`src/shared/dsct_pkg.sv`:
```
// constants, offsets and types of the dual conversion timing control block
package dsct_pkg;
    localparam int CLK_NS = 40;
    // times as printed, in ns
    localparam int T_BUSY_MAX_N_NS  = 1750;
    localparam int T_BUSY_MAX_LP_NS = 2000;
    localparam int T_CNV_BUSY_NS    = 32;
    localparam int T_EOC_BUSY_NS    = 10;
    localparam int T_CNV_EOC_NS     = 30;
    localparam int T_EOC_A_N_NS     = 1000;
    localparam int T_EOC_A_LP_NS    = 1250;
    localparam int T_EOC_GAP_NS     = 45;
    localparam int T_EOC_B_NS       = 750;
    localparam int T_DATA_BUSY_NS   = 14;
    localparam int T_SYNC_RDC_N_NS  = 250;
    localparam int T_SYNC_RDC_LP_NS = 500;
    localparam int T_SYNC_RAC_N_NS  = 750;
    localparam int T_SYNC_RAC_LP_NS = 1000;
    localparam int T_SYNC_BUSY_NS   = 25;
    localparam int SCLK_PER_NS [4]  = '{40, 70, 140, 280};
    localparam int BUSY_RAC_N_NS [4]  = '{3250, 4250, 6250, 10750};
    localparam int BUSY_RAC_LP_NS [4] = '{3500, 4500, 6500, 11000};
    // cycle counts: maxima round down, minima up, typicals to nearest
    localparam int BUSY_MAX_N_CYC  = T_BUSY_MAX_N_NS / CLK_NS;
    localparam int BUSY_MAX_LP_CYC = T_BUSY_MAX_LP_NS / CLK_NS;
    localparam int EOC_A_MAX_N_CYC  = T_EOC_A_N_NS / CLK_NS;
    localparam int EOC_A_MAX_LP_CYC = T_EOC_A_LP_NS / CLK_NS;
    localparam int EOC_B_MAX_CYC    = T_EOC_B_NS / CLK_NS;
    localparam int GAP_CYC = (T_EOC_GAP_NS + CLK_NS - 1) / CLK_NS;
    localparam int END_CYC = (T_EOC_BUSY_NS + CLK_NS - 1) / CLK_NS;
    localparam int SYNC_RDC_N_CYC  = (T_SYNC_RDC_N_NS + CLK_NS / 2) / CLK_NS;
    localparam int SYNC_RDC_LP_CYC = (T_SYNC_RDC_LP_NS + CLK_NS / 2) / CLK_NS;
    localparam int SYNC_RAC_N_CYC  = (T_SYNC_RAC_N_NS + CLK_NS / 2) / CLK_NS;
    localparam int SYNC_RAC_LP_CYC = (T_SYNC_RAC_LP_NS + CLK_NS / 2) / CLK_NS;
    // chosen phase lengths, kept below the maxima above
    localparam int CONV_A_N_CYC  = EOC_A_MAX_N_CYC - 5;
    localparam int CONV_A_LP_CYC = EOC_A_MAX_LP_CYC - 6;
    localparam int CONV_B_CYC    = EOC_B_MAX_CYC - 2;
    // register map (byte offsets) and control fields
    localparam logic [7:0] OFS_CTRL   = 8'h00;
    localparam logic [7:0] OFS_STATUS = 8'h04;
    localparam logic [7:0] OFS_RESULT = 8'h08;
    localparam int CTL_LOW_POWER = 0;
    localparam int CTL_SERIAL    = 1;
    localparam int CTL_MASTER    = 2;
    localparam int CTL_AFTER     = 3;
    localparam int CTL_DIV_LO    = 4;
    localparam int CTL_WORD_B    = 6;
    localparam logic [6:0] CTRL_RESET = 7'h00;
    typedef enum logic [5:0] {
        DSCT_IDLE   = 6'h01,
        DSCT_CONV_A = 6'h02,
        DSCT_GAP    = 6'h04,
        DSCT_CONV_B = 6'h08,
        DSCT_END    = 6'h10,
        DSCT_WAIT   = 6'h20
    } dsct_state_t;
endpackage

```
`src/verilog/dsct_ctrl.sv`:
```
// dual channel conversion sequencer with parallel, serial and apb ports
//
// Implementation choices: the APB register port and the register addresses.
module dsct_ctrl #(
    parameter int DW = 16
) (
    input  wire logic          pclk,
    input  wire logic          presetn,
    input  wire logic          psel,
    input  wire logic          penable,
    input  wire logic          pwrite,
    input  wire logic [7:0]    paddr,
    input  wire logic [31:0]   pwdata,
    output logic [31:0]        prdata,
    output logic               pready,
    output logic               pslverr,
    input  wire logic          conversion_start_n,
    input  wire logic          input_pair_select,
    input  wire logic [DW-1:0] sample_a,
    input  wire logic [DW-1:0] sample_b,
    output logic               busy,
    output logic               end_of_conversion,
    output logic [DW-1:0]      parallel_data,
    output logic               serial_data_out,
    output logic               serial_clock_out,
    output logic               frame_sync,
    input  wire logic          serial_clock_in,
    input  wire logic          serial_data_in
);
    typedef struct packed {
        dsct_pkg::dsct_state_t state;
        logic [9:0]            el;
        logic [5:0]            ph;
        logic                  start_q;
        logic [DW-1:0]         samp_a;
        logic [DW-1:0]         samp_b;
        logic [DW-1:0]         res_a;
        logic [DW-1:0]         res_b;
        logic [DW-1:0]         par;
        logic                  pair;
        logic [6:0]            ctrl;
        logic                  ser_act;
        logic                  ser_done;
        logic                  sclk;
        logic                  sdo;
        logic [DW-1:0]         sh;
        logic [3:0]            bits;
        logic [2:0]            half;
        logic                  sclk_in_q;
        logic [31:0]           rdata;
        logic                  err;
    } dsct_reg_t;

    dsct_reg_t st;
    dsct_reg_t next_st;

    // half period in pclk cycles, rounded, never below one
    function automatic logic [2:0] dsct_half(input logic [1:0] div);
        int h;
        h = (dsct_pkg::SCLK_PER_NS[div] + dsct_pkg::CLK_NS)
            / (2 * dsct_pkg::CLK_NS);
        if (h < 1)
            h = 1;
        return 3'(h);
    endfunction

    logic       start_fall;
    logic       lp;
    logic       master;
    logic       rac;
    logic [1:0] div;
    logic [2:0] half_cyc;
    logic [9:0] a_len;
    logic [9:0] sync_rdc;
    logic [9:0] sync_rac;

    assign lp       = st.ctrl[dsct_pkg::CTL_LOW_POWER];
    assign master   = st.ctrl[dsct_pkg::CTL_SERIAL]
                      & st.ctrl[dsct_pkg::CTL_MASTER];
    assign rac      = master & st.ctrl[dsct_pkg::CTL_AFTER];
    assign div      = st.ctrl[dsct_pkg::CTL_DIV_LO +: 2];
    // during-convert frames run at the fastest rate to fit in busy
    assign half_cyc = rac ? dsct_half(div) : dsct_half(2'h0);
    assign a_len    = lp ? 10'(dsct_pkg::CONV_A_LP_CYC)
                         : 10'(dsct_pkg::CONV_A_N_CYC);
    assign sync_rdc = lp ? 10'(dsct_pkg::SYNC_RDC_LP_CYC)
                         : 10'(dsct_pkg::SYNC_RDC_N_CYC);
    assign sync_rac = lp ? 10'(dsct_pkg::SYNC_RAC_LP_CYC)
                         : 10'(dsct_pkg::SYNC_RAC_N_CYC);

    // a start during busy is ignored; the host must not send one
    assign start_fall = st.start_q & ~conversion_start_n
                        & (st.state == dsct_pkg::DSCT_IDLE);

    // combinational so both rise in the start cycle itself
    assign busy = (st.state != dsct_pkg::DSCT_IDLE) | start_fall;
    assign end_of_conversion = (st.state == dsct_pkg::DSCT_CONV_A)
                               | (st.state == dsct_pkg::DSCT_CONV_B)
                               | start_fall;

    assign parallel_data    = st.par;
    assign serial_data_out  = st.sdo;
    assign serial_clock_out = st.sclk;
    assign frame_sync       = st.ser_act;
    assign prdata           = st.rdata;
    assign pslverr          = st.err;
    assign pready           = 1'b1;

    always_comb begin
        logic [DW-1:0] word;
        word = st.ctrl[dsct_pkg::CTL_WORD_B] ? st.res_b : st.res_a;
        next_st = st;
        next_st.start_q   = conversion_start_n;
        next_st.sclk_in_q = serial_clock_in;
        if (st.state != dsct_pkg::DSCT_IDLE)
            next_st.el = st.el + 10'h001;
        next_st.ph = st.ph + 6'h01;
        case (st.state)
            dsct_pkg::DSCT_IDLE: begin
                if (start_fall) begin
                    // both channels held at the same instant
                    next_st.samp_a   = sample_a;
                    next_st.samp_b   = sample_b;
                    next_st.pair     = input_pair_select;
                    next_st.el       = 10'h001;
                    next_st.ph       = 6'h00;
                    next_st.ser_done = 1'b0;
                    next_st.state    = dsct_pkg::DSCT_CONV_A;
                end
            end
            dsct_pkg::DSCT_CONV_A: begin
                if (10'(st.ph) == a_len - 10'h001) begin
                    next_st.ph    = 6'h00;
                    next_st.state = dsct_pkg::DSCT_GAP;
                end
            end
            dsct_pkg::DSCT_GAP: begin
                if (st.ph == 6'(dsct_pkg::GAP_CYC - 1)) begin
                    next_st.ph    = 6'h00;
                    next_st.state = dsct_pkg::DSCT_CONV_B;
                end
            end
            dsct_pkg::DSCT_CONV_B: begin
                if (st.ph == 6'(dsct_pkg::CONV_B_CYC - 1)) begin
                    next_st.ph    = 6'h00;
                    next_st.res_a = st.samp_a;
                    next_st.res_b = st.samp_b;
                    // data settles a full cycle before busy can fall
                    next_st.par   = st.ctrl[dsct_pkg::CTL_WORD_B]
                                    ? st.samp_b : st.samp_a;
                    if (st.ctrl[dsct_pkg::CTL_SERIAL] & ~master)
                        next_st.sh = st.ctrl[dsct_pkg::CTL_WORD_B]
                                     ? st.samp_b : st.samp_a;
                    if (master & (st.ser_act | ~st.ser_done))
                        next_st.state = dsct_pkg::DSCT_WAIT;
                    else
                        next_st.state = dsct_pkg::DSCT_END;
                end
            end
            dsct_pkg::DSCT_END: begin
                if (st.ph == 6'(dsct_pkg::END_CYC - 1))
                    next_st.state = dsct_pkg::DSCT_IDLE;
            end
            dsct_pkg::DSCT_WAIT: begin
                // busy drops one cycle after the frame marker falls
                if (~st.ser_act & st.ser_done)
                    next_st.state = dsct_pkg::DSCT_IDLE;
            end
            default: next_st.state = dsct_pkg::DSCT_IDLE;
        endcase

        // master frame start: previous word during, new word after
        if (master & ~st.ser_act & ~st.ser_done) begin
            if ((~rac & (st.state != dsct_pkg::DSCT_IDLE)
                      & (st.el == sync_rdc - 10'h001))
                | (rac & (st.state == dsct_pkg::DSCT_WAIT)
                      & (st.el >= sync_rac - 10'h001))) begin
                next_st.ser_act = 1'b1;
                next_st.sh      = word;
                next_st.sdo     = word[DW-1];
                next_st.sclk    = 1'b0;
                next_st.bits    = 4'h0;
                next_st.half    = 3'h0;
            end
        end
        // data changes on the falling edge, host samples on the rise
        if (st.ser_act) begin
            if (st.half == half_cyc - 3'h1) begin
                next_st.half = 3'h0;
                next_st.sclk = ~st.sclk;
                if (st.sclk) begin
                    if (st.bits == 4'(DW - 1)) begin
                        next_st.ser_act  = 1'b0;
                        next_st.ser_done = 1'b1;
                    end else begin
                        next_st.bits = st.bits + 4'h1;
                        next_st.sh   = {st.sh[DW-2:0], 1'b0};
                        next_st.sdo  = st.sh[DW-2];
                    end
                end
            end else begin
                next_st.half = st.half + 3'h1;
            end
        end
        // slave mode: shift on the external clock, chain in serial_data_in
        if (st.ctrl[dsct_pkg::CTL_SERIAL] & ~master
            & serial_clock_in & ~st.sclk_in_q) begin
            next_st.sdo = st.sh[DW-1];
            next_st.sh  = {st.sh[DW-2:0], serial_data_in};
        end

        // apb: read data and error prepared in the setup cycle
        if (psel & ~penable) begin
            next_st.err   = 1'b0;
            next_st.rdata = 32'h0000_0000;
            case (paddr)
                dsct_pkg::OFS_CTRL:   next_st.rdata = {25'h0, st.ctrl};
                dsct_pkg::OFS_STATUS: next_st.rdata = {24'h0, st.state,
                                          st.pair, busy};
                dsct_pkg::OFS_RESULT: next_st.rdata = {st.res_b, st.res_a};
                default:              next_st.err   = 1'b1;
            endcase
        end
        if (psel & penable & pwrite & (paddr == dsct_pkg::OFS_CTRL))
            next_st.ctrl = pwdata[6:0];
        if (psel & penable & st.err)
            next_st.err = 1'b1;
    end

    always_ff @(posedge pclk or negedge presetn) begin
        if (!presetn) begin
            st       <= '0;
            st.state <= dsct_pkg::DSCT_IDLE;
            st.start_q <= 1'b1;
            st.sclk_in_q <= 1'b0;
            st.ctrl  <= dsct_pkg::CTRL_RESET;
        end else begin
            st <= next_st;
        end
    end

    logic [9:0] busy_lim;
    logic [9:0] rac_lim;
    assign busy_lim = lp ? 10'(dsct_pkg::BUSY_MAX_LP_CYC)
                         : 10'(dsct_pkg::BUSY_MAX_N_CYC);
    assign rac_lim  = lp ? 10'(dsct_pkg::BUSY_RAC_LP_NS[div] / dsct_pkg::CLK_NS)
                         : 10'(dsct_pkg::BUSY_RAC_N_NS[div] / dsct_pkg::CLK_NS);

    a_busy_rise: assert property (@(posedge pclk) disable iff (!presetn)
        start_fall |-> busy ##1 (st.state == dsct_pkg::DSCT_CONV_A))
        else $error("busy did not rise with start");
    a_eoc_rise: assert property (@(posedge pclk) disable iff (!presetn)
        start_fall |-> end_of_conversion ##1 end_of_conversion)
        else $error("conversion flag did not rise with start");
    a_busy_max: assert property (@(posedge pclk) disable iff (!presetn)
        (st.state != dsct_pkg::DSCT_IDLE && !rac) |-> st.el < busy_lim)
        else $error("busy held too long");
    // el is stale in the start cycle, so only counted states are checked
    a_data_valid: assert property (@(posedge pclk) disable iff (!presetn)
        (st.state == dsct_pkg::DSCT_CONV_B)
        && (st.ph == 6'(dsct_pkg::CONV_B_CYC - 1)) |-> st.el < busy_lim)
        else $error("parallel data loaded too late");
    a_capture_pair: assert property (@(posedge pclk) disable iff (!presetn)
        start_fall |=> (st.samp_a == $past(sample_a))
                       && (st.samp_b == $past(sample_b)))
        else $error("channel samples not taken together");
    a_eoc_a_width: assert property (@(posedge pclk) disable iff (!presetn)
        (st.state == dsct_pkg::DSCT_CONV_A) |-> st.el <= 10'(lp
            ? dsct_pkg::EOC_A_MAX_LP_CYC : dsct_pkg::EOC_A_MAX_N_CYC))
        else $error("channel A flag too long");
    a_eoc_gap: assert property (@(posedge pclk) disable iff (!presetn)
        $fell(end_of_conversion) && st.state == dsct_pkg::DSCT_GAP
        |-> !end_of_conversion[*2])
        else $error("flag gap too short");
    a_eoc_b_width: assert property (@(posedge pclk) disable iff (!presetn)
        $rose(end_of_conversion) && st.state == dsct_pkg::DSCT_CONV_B
        |-> ##18 !end_of_conversion)
        else $error("channel B flag too long");
    a_data_before: assert property (@(posedge pclk) disable iff (!presetn)
        $fell(busy) |-> $stable(parallel_data) && $past(st.state) != dsct_pkg::DSCT_CONV_B)
        else $error("data changed as busy fell");
    a_sync_rdc: assert property (@(posedge pclk) disable iff (!presetn)
        $rose(frame_sync) && !rac |-> st.el == sync_rdc)
        else $error("during-read marker mistimed");
    a_sync_rac: assert property (@(posedge pclk) disable iff (!presetn)
        $rose(frame_sync) && rac
        |-> st.el >= sync_rac && st.state == dsct_pkg::DSCT_WAIT)
        else $error("after-read marker mistimed");
    a_sclk_idle: assert property (@(posedge pclk) disable iff (!presetn)
        !frame_sync |-> !serial_clock_out)
        else $error("serial clock runs outside a frame");
    a_sdo_on_fall: assert property (@(posedge pclk) disable iff (!presetn)
        frame_sync && $past(frame_sync) && $changed(serial_data_out)
        |-> $fell(serial_clock_out))
        else $error("serial data changed off the falling clock");
    a_word_len: assert property (@(posedge pclk) disable iff (!presetn)
        $fell(frame_sync) |-> $past(st.bits) == 4'(DW - 1))
        else $error("serial frame not one full word");
    a_sync_busy: assert property (@(posedge pclk) disable iff (!presetn)
        $fell(frame_sync) && st.state == dsct_pkg::DSCT_WAIT
        |=> st.state == dsct_pkg::DSCT_IDLE)
        else $error("busy late after marker");
    a_busy_rac: assert property (@(posedge pclk) disable iff (!presetn)
        (st.state != dsct_pkg::DSCT_IDLE && rac) |-> st.el < rac_lim)
        else $error("after-read busy too long");
endmodule

```
`config.mk`:
```
export PLATFORM = sky130hd
export DESIGN_NAME = dsct_ctrl
export DESIGN_NICKNAME = d
export VERILOG_FILES = /design/src/shared/dsct_pkg.sv /design/src/verilog/dsct_ctrl.sv
export SDC_FILE = /design/constraint.sdc
export NUM_CORES = 1
export LEC_CHECK = 0
export ABC_AREA = 1
export BUFFER_PORTS_ARGS = -buffer_cell sky130_fd_sc_hd__buf_4
export CAP_MARGIN = 40
export CORE_MARGIN = 10
export CORE_UTILIZATION = 50
export CTS_BUF_LIST = sky130_fd_sc_hd__clkbuf_8
export CTS_CLUSTER_DIAMETER = 80
export CTS_CLUSTER_SIZE = 20
export DETAILED_ROUTE_END_ITERATION = 16
export GPL_TIMING_DRIVEN = 0
export HOLD_SLACK_MARGIN = 0.05
export PLACE_DENSITY = 0.7
export SETUP_SLACK_MARGIN = 0.5
export SYNTH_ARGS = -nofsm -noshare
export SYNTH_HDL_FRONTEND = slang
export SYNTH_SLANG_ARGS = --single-unit
```
`constraint.sdc`:
```
create_clock -name pclk -period 5.1 [get_ports pclk]
set_clock_uncertainty 0.2 [all_clocks]
set_input_delay 0.255 -clock pclk [delete_from_list [all_inputs] [get_ports pclk]]
set_output_delay 0.255 -clock pclk [all_outputs]
set_load 0.05 [all_outputs]
```
After elaboration in Yosys (flattened, before gate mapping)
Cells that the tools add are included.
{"block": "word_totals", "ff_bits": 172, "latch_bits": 0, "ramBits": 0, "mem_bits_ro": 0, "input_bits": 81, "output_inout_bits": 55, "wordCells": 144, "n_memories": 0}
{"block": "classes", "n_addsub": 9, "n_mul": 0, "div_mod_pow": 1, "n_lt_le_gt_ge": 3, "eq_ne": 21, "n_shift": 0, "muxes": 45, "bitwise_logic": 34, "reduce_logical": 10}
{"op": "$pmux 32 s3", "n": 1}
{"op": "$mux 16", "n": 5}
{"op": "$bmux 32 s2", "n": 1}
{"op": "$mux 32", "n": 2}
{"op": "$mux 6", "n": 9}
{"op": "$mux 25", "n": 2}
{"op": "$mux 21", "n": 2}
{"op": "$pmux 6 s6", "n": 1}
{"op": "$add 32x7->32 const B", "n": 1}
{"op": "$div 32x8->32 const B", "n": 1}
{"op": "$lt 32x2->1 const B", "n": 1}
{"op": "$mux 27", "n": 1}
{"op": "$mux 24", "n": 1}
{"op": "$pmux 6 s4", "n": 1}
{"op": "$mux 22", "n": 1}
{"op": "$and 1x1->1", "n": 20}
{"op": "$mux 10", "n": 2}
{"op": "$mux 17", "n": 1}
{"op": "$eq 6x1->1 const B", "n": 2}
{"op": "$eq 6x4->1 const B", "n": 2}
{"op": "$mux 4", "n": 3}
{"op": "$sub 5x1->6 const B", "n": 2}
{"op": "$add 10x1->10 const B", "n": 1}
{"op": "$eq 10x10->1", "n": 1}
{"op": "other kinds (31)", "n": 59}

Logic depth before layout (Yosys ltp)
{"block": "logic_depth", "ltp_word": 14, "mapped_depth": 18, "mapped_depth_nobuf": 17}

Worst setup path before layout
No wires, ideal clock.
{"block": "synth_timing", "path_type": "reg-to-reg", "start": "register st (netlist bit div[0])", "end": "register st[56] (netlist bit)", "setup_time_ns": 0.117, "t_arrival_ns": 2.072, "t_required_ns": 4.783, "slack_ns": 2.711, "path_stages_with_launch": 16, "path_buffers": 1, "period_less_slack_ns": 2.389, "cell_sequence": "dfrtp_1 -> inv_1 -> ha_1 -> nor2_1 -> nand2_2 -> inv_1 -> ha_1 -> xor2_1 -> nand3_1 -> nor2_2 -> nand4_4 -> nand2_2 -> buf_6 -> inv_2 -> nor2_1 -> nor2_1"}
{"element": "start: declaration", "line": "dsct_ctrl.sv:54", "source": "dsct_reg_t st;"}
{"element": "start signal: assignment", "line": "dsct_ctrl.sv:238", "source": "st <= next_st;"}

Final worst setup path
{"block": "layout_timing", "start": "register st[169] (netlist bit)", "end": "output port end_of_conversion"}
{"block": "layout_between", "elab_chain_len": 3, "elab_cells_between_ends": 6, "classes_between": "eq/ne (3); bitwise (3)"}
{"element": "$eq 6x2->1, or another cell as far along", "line": "dsct_ctrl.sv:97", "source": "assign end_of_conversion = (st.state == dsct_pkg::DSCT_CONV_A)"}
{"element": "$or 1x1->1 / $and 1x1->1 (equally long branches)", "line": "dsct_ctrl.sv:98, dsct_ctrl.sv:93"}
{"element": "$or 1x1->1 *", "line": "dsct_ctrl.sv:99", "source": "| start_fall;"}
{"element": "end: declaration", "line": "dsct_ctrl.sv:22", "source": "output logic end_of_conversion,"}
Every way passes the cells marked *; elsewhere a longest branch is shown, timed or not.

==> metrics.yaml <==
run_status:
  status: "finished, final reports clean"
power_and_ir_drop:
  vdd_drop_max_uv: 208
  power.density_nw_per_um2: 359
  leakage_nw: 5.44
detailed_routing:
  ant_nets: 0
  vias: 7601
  drt-initial-drc-count: 744
  drcViolationCount: 0
  vias_per_cell: 5.14
  wl_per_cell_um: 16.2
  routed_wl_mm: 23.9
  dr.pass1.iters: 5
floorplanning:
  io_pins: 136
  fp.dieW_um: 151
  rows: 47
  start_util: 0.515
  die_h_um: 151
  core_area_um2: 16800
  dieArea_um2: 22900
placed_design:
  dp_hpwl_mm: 17.7
  gp_congestion: 0.957
  place_inst: 1397
  port_buffers: 109
critical_path:
  worstPathCellList: "nor2_4, nand2_1, nor2_2, nand2_1, clkbuf_1, nand2_1, buf_4"
  crit_start: "st[169]"
  r2r_slack_ps: 2480
  arrival_ps: 2230
  cp-start-kind: "flop"
  critPathCaptureType: "primary output"
  path_common_cell: "nand2_1"
  path_max_fanout: 10
  critPathKind: "flop to primary output"
  crit_buf_inv: 2
  worst_path_largest_cell_delay_ps: 460
  reg2reg_from: "div[0]"
  crit_family: "simple AND/OR/NAND/NOR gates"
  crit_slowest_cell: "dfrtp_1"
  crit_required_ps: 4640
sta:
  max_freq_ghz: 0.373
  maxSlewViolCount: 0
  fin_crit_ps: 2680
  rsz0062_at_grt: "false"
  max_slew_margin: 0.566
  hold_viol: 0
  setup_tns_ps: 0
  setup_viol: 0
  worst_slew_pin_slew_ps: 651
  fin_crit_sh: 0.526
cts:
  htree_num_levels: 4
  clock-sinks: 172
  numCtsBuffers: 17
  cts_resized: 0
  root_buffer: "clkbuf_8"
  cts_tree: "yes"
  clk_pin_slew_ps: 90
  clkLatencyLatePin_ps: 460
  ctsHoldBuffers: 49
  cts_buffer_depth: 2
  postCtsSetupRepairBufs: 0
job:
  maxCapViolCount: 0
synthesis:
  mappedNetlistNets: 1161
  ys_ff_latch: 172
  async_flop_share: 1.00
  synth-edff-count: 0
  syn_inst: 1067
  synth_cell_types: 36
  synth.largest_area_cell: "dfrtp_1"
  yosys_warnings: 0
  yosysSeqAreaShare: 0.499
  synth_area_um2: 8630
  ys_top_cells_by_area: "dfrtp_1 (49%), nand2_1 (14%), o21ai_0 (7.4%)"
  synth_top_area_share: 0.493
  yosys_most_used_dff: "dfrtp_1"
  syn_area_per_cell_um2: 8.09
layout:
  drive_gt1_frac: 0.193
  mostFrequentLayoutCells: "nand2_1 (311), dfrtp_1 (170), buf_4 (164)"
  stdcell_count: 1479
  syn_to_final_growth_pct: 24.0
  final_common_cell: "nand2_1"
  layout.nets: 1339
global_route:
  grt.overflow.total: 0
  grt_pass1_vias: 7213
  grt_pass1_wl_mm: 38.0
  antenna_found_initial: 1
  grt_max_degree: 116
  track_usage: 0.211
hold_path:
  worstHoldPathType: "input pin to async pin"
## stage by stage
step | hold slack (ps) | power, mW | cell area (um^2) | worst slack, ps | utilization
global placement | 175 | 2.68 | 9720 | 2530 | 0.580
floorplan | -241 | 2.36 | 8630 | 2710 | -
global route | 89.4 | 4.05 | 10700 | 2220 | 0.639
finish | 89.9 | 3.84 | 10700 | 2420 | 0.639
CTS | 92.0 | 3.82 | 10700 | 2410 | 0.638
detailed placement | 8.95 | 2.72 | 9760 | 2510 | 0.582
## power breakdown
part	internal, mW	switching [mW]
combinational	0.324	0.652
sequential	1.58	0.193
clock	0.558	0.537
## cells by family (layout without fill, tap and decap cells)
logic type / count (synthesis) / count (layout) / share of synthesized area
buffers and inverters: 220 / 411 / 0.127
adder cells (fa/ha/maj): 13 / 13 / 0.0189
AO/OA/AOI/OAI: 213 / 213 / 0.133
multiplexers: 2 / 2 / 0.00261
flip-flops: 172 / 172 / 0.499
AND/OR/NAND/NOR: 440 / 440 / 0.213
XOR/XNOR: 6 / 6 / 0.00609
other: 1 / 2 / 0.000435
## synthesized netlist by cell type, types with 2 or more instances
library cell	instances
nor3_1	5
a21oi_1	23
nor2_4	2
o21ai_0	127
inv_2	5
ha_1	13
o31ai_1	25
xnor2_1	2
clkbuf_1	18
dfrtp_1	170
nand3_1	41
nand4_1	11
buf_6	6
buf_4	56
o22ai_1	11
nand2_2	4
buf_2	12
buf_1	3
nor2_2	6
xor2_1	4
nor2_1	53
nand4_2	2
o21ai_1	24
inv_1	120
dfstp_2	2
mux2_2	2
nand2_1	311
## path summary, 6_finish.rpt
| check | end | cells past startpoint |
|---|---|---|
| min in group pclk | prdata[10] | 5 |
| worst min register to register | prdata[19] | 2 |
| max in group asynchronous | prdata[12] | 3 |
| worst max register to register | st[47] | 14 |
| worst max-delay path | end_of_conversion | 7 |
| worst min-delay path | parallel_data[8] | 2 |
## final cells by class
cell class / count / area, um^2
inverters: 125 / 469
plain buffers: 95 / 627
well taps: 220 / 275
fillers: 1466 / 6060
flip-flops and latches: 172 / 4310
diodes: 1 / 2.50
clock inverters: 14 / 205
clock buffers: 18 / 248
repair buffers: 159 / 1340
multi-input cells: 675 / 3230
## flip-flops by register name, indices dropped and copies added, names as in the netlist
| signal | flops |
|---|---|
| st | 117 |
| prdata | 32 |
| parallel_data | 16 |
| serial_data_out | 1 |
| serial_clock_out | 1 |
| div | 2 |
| lp | 1 |
| frame_sync | 1 |
| pslverr | 1 |
## layer usage
metal	track usage	share of wire	vias to the layer above
li1	-	-	3738
met4	0.0669	0.019	0
met3	0.0376	0.070	32
met1	0.302	0.46	3570
met5	0	0	-
met2	0.319	0.45	261
(Power assumes the default switching activity.)
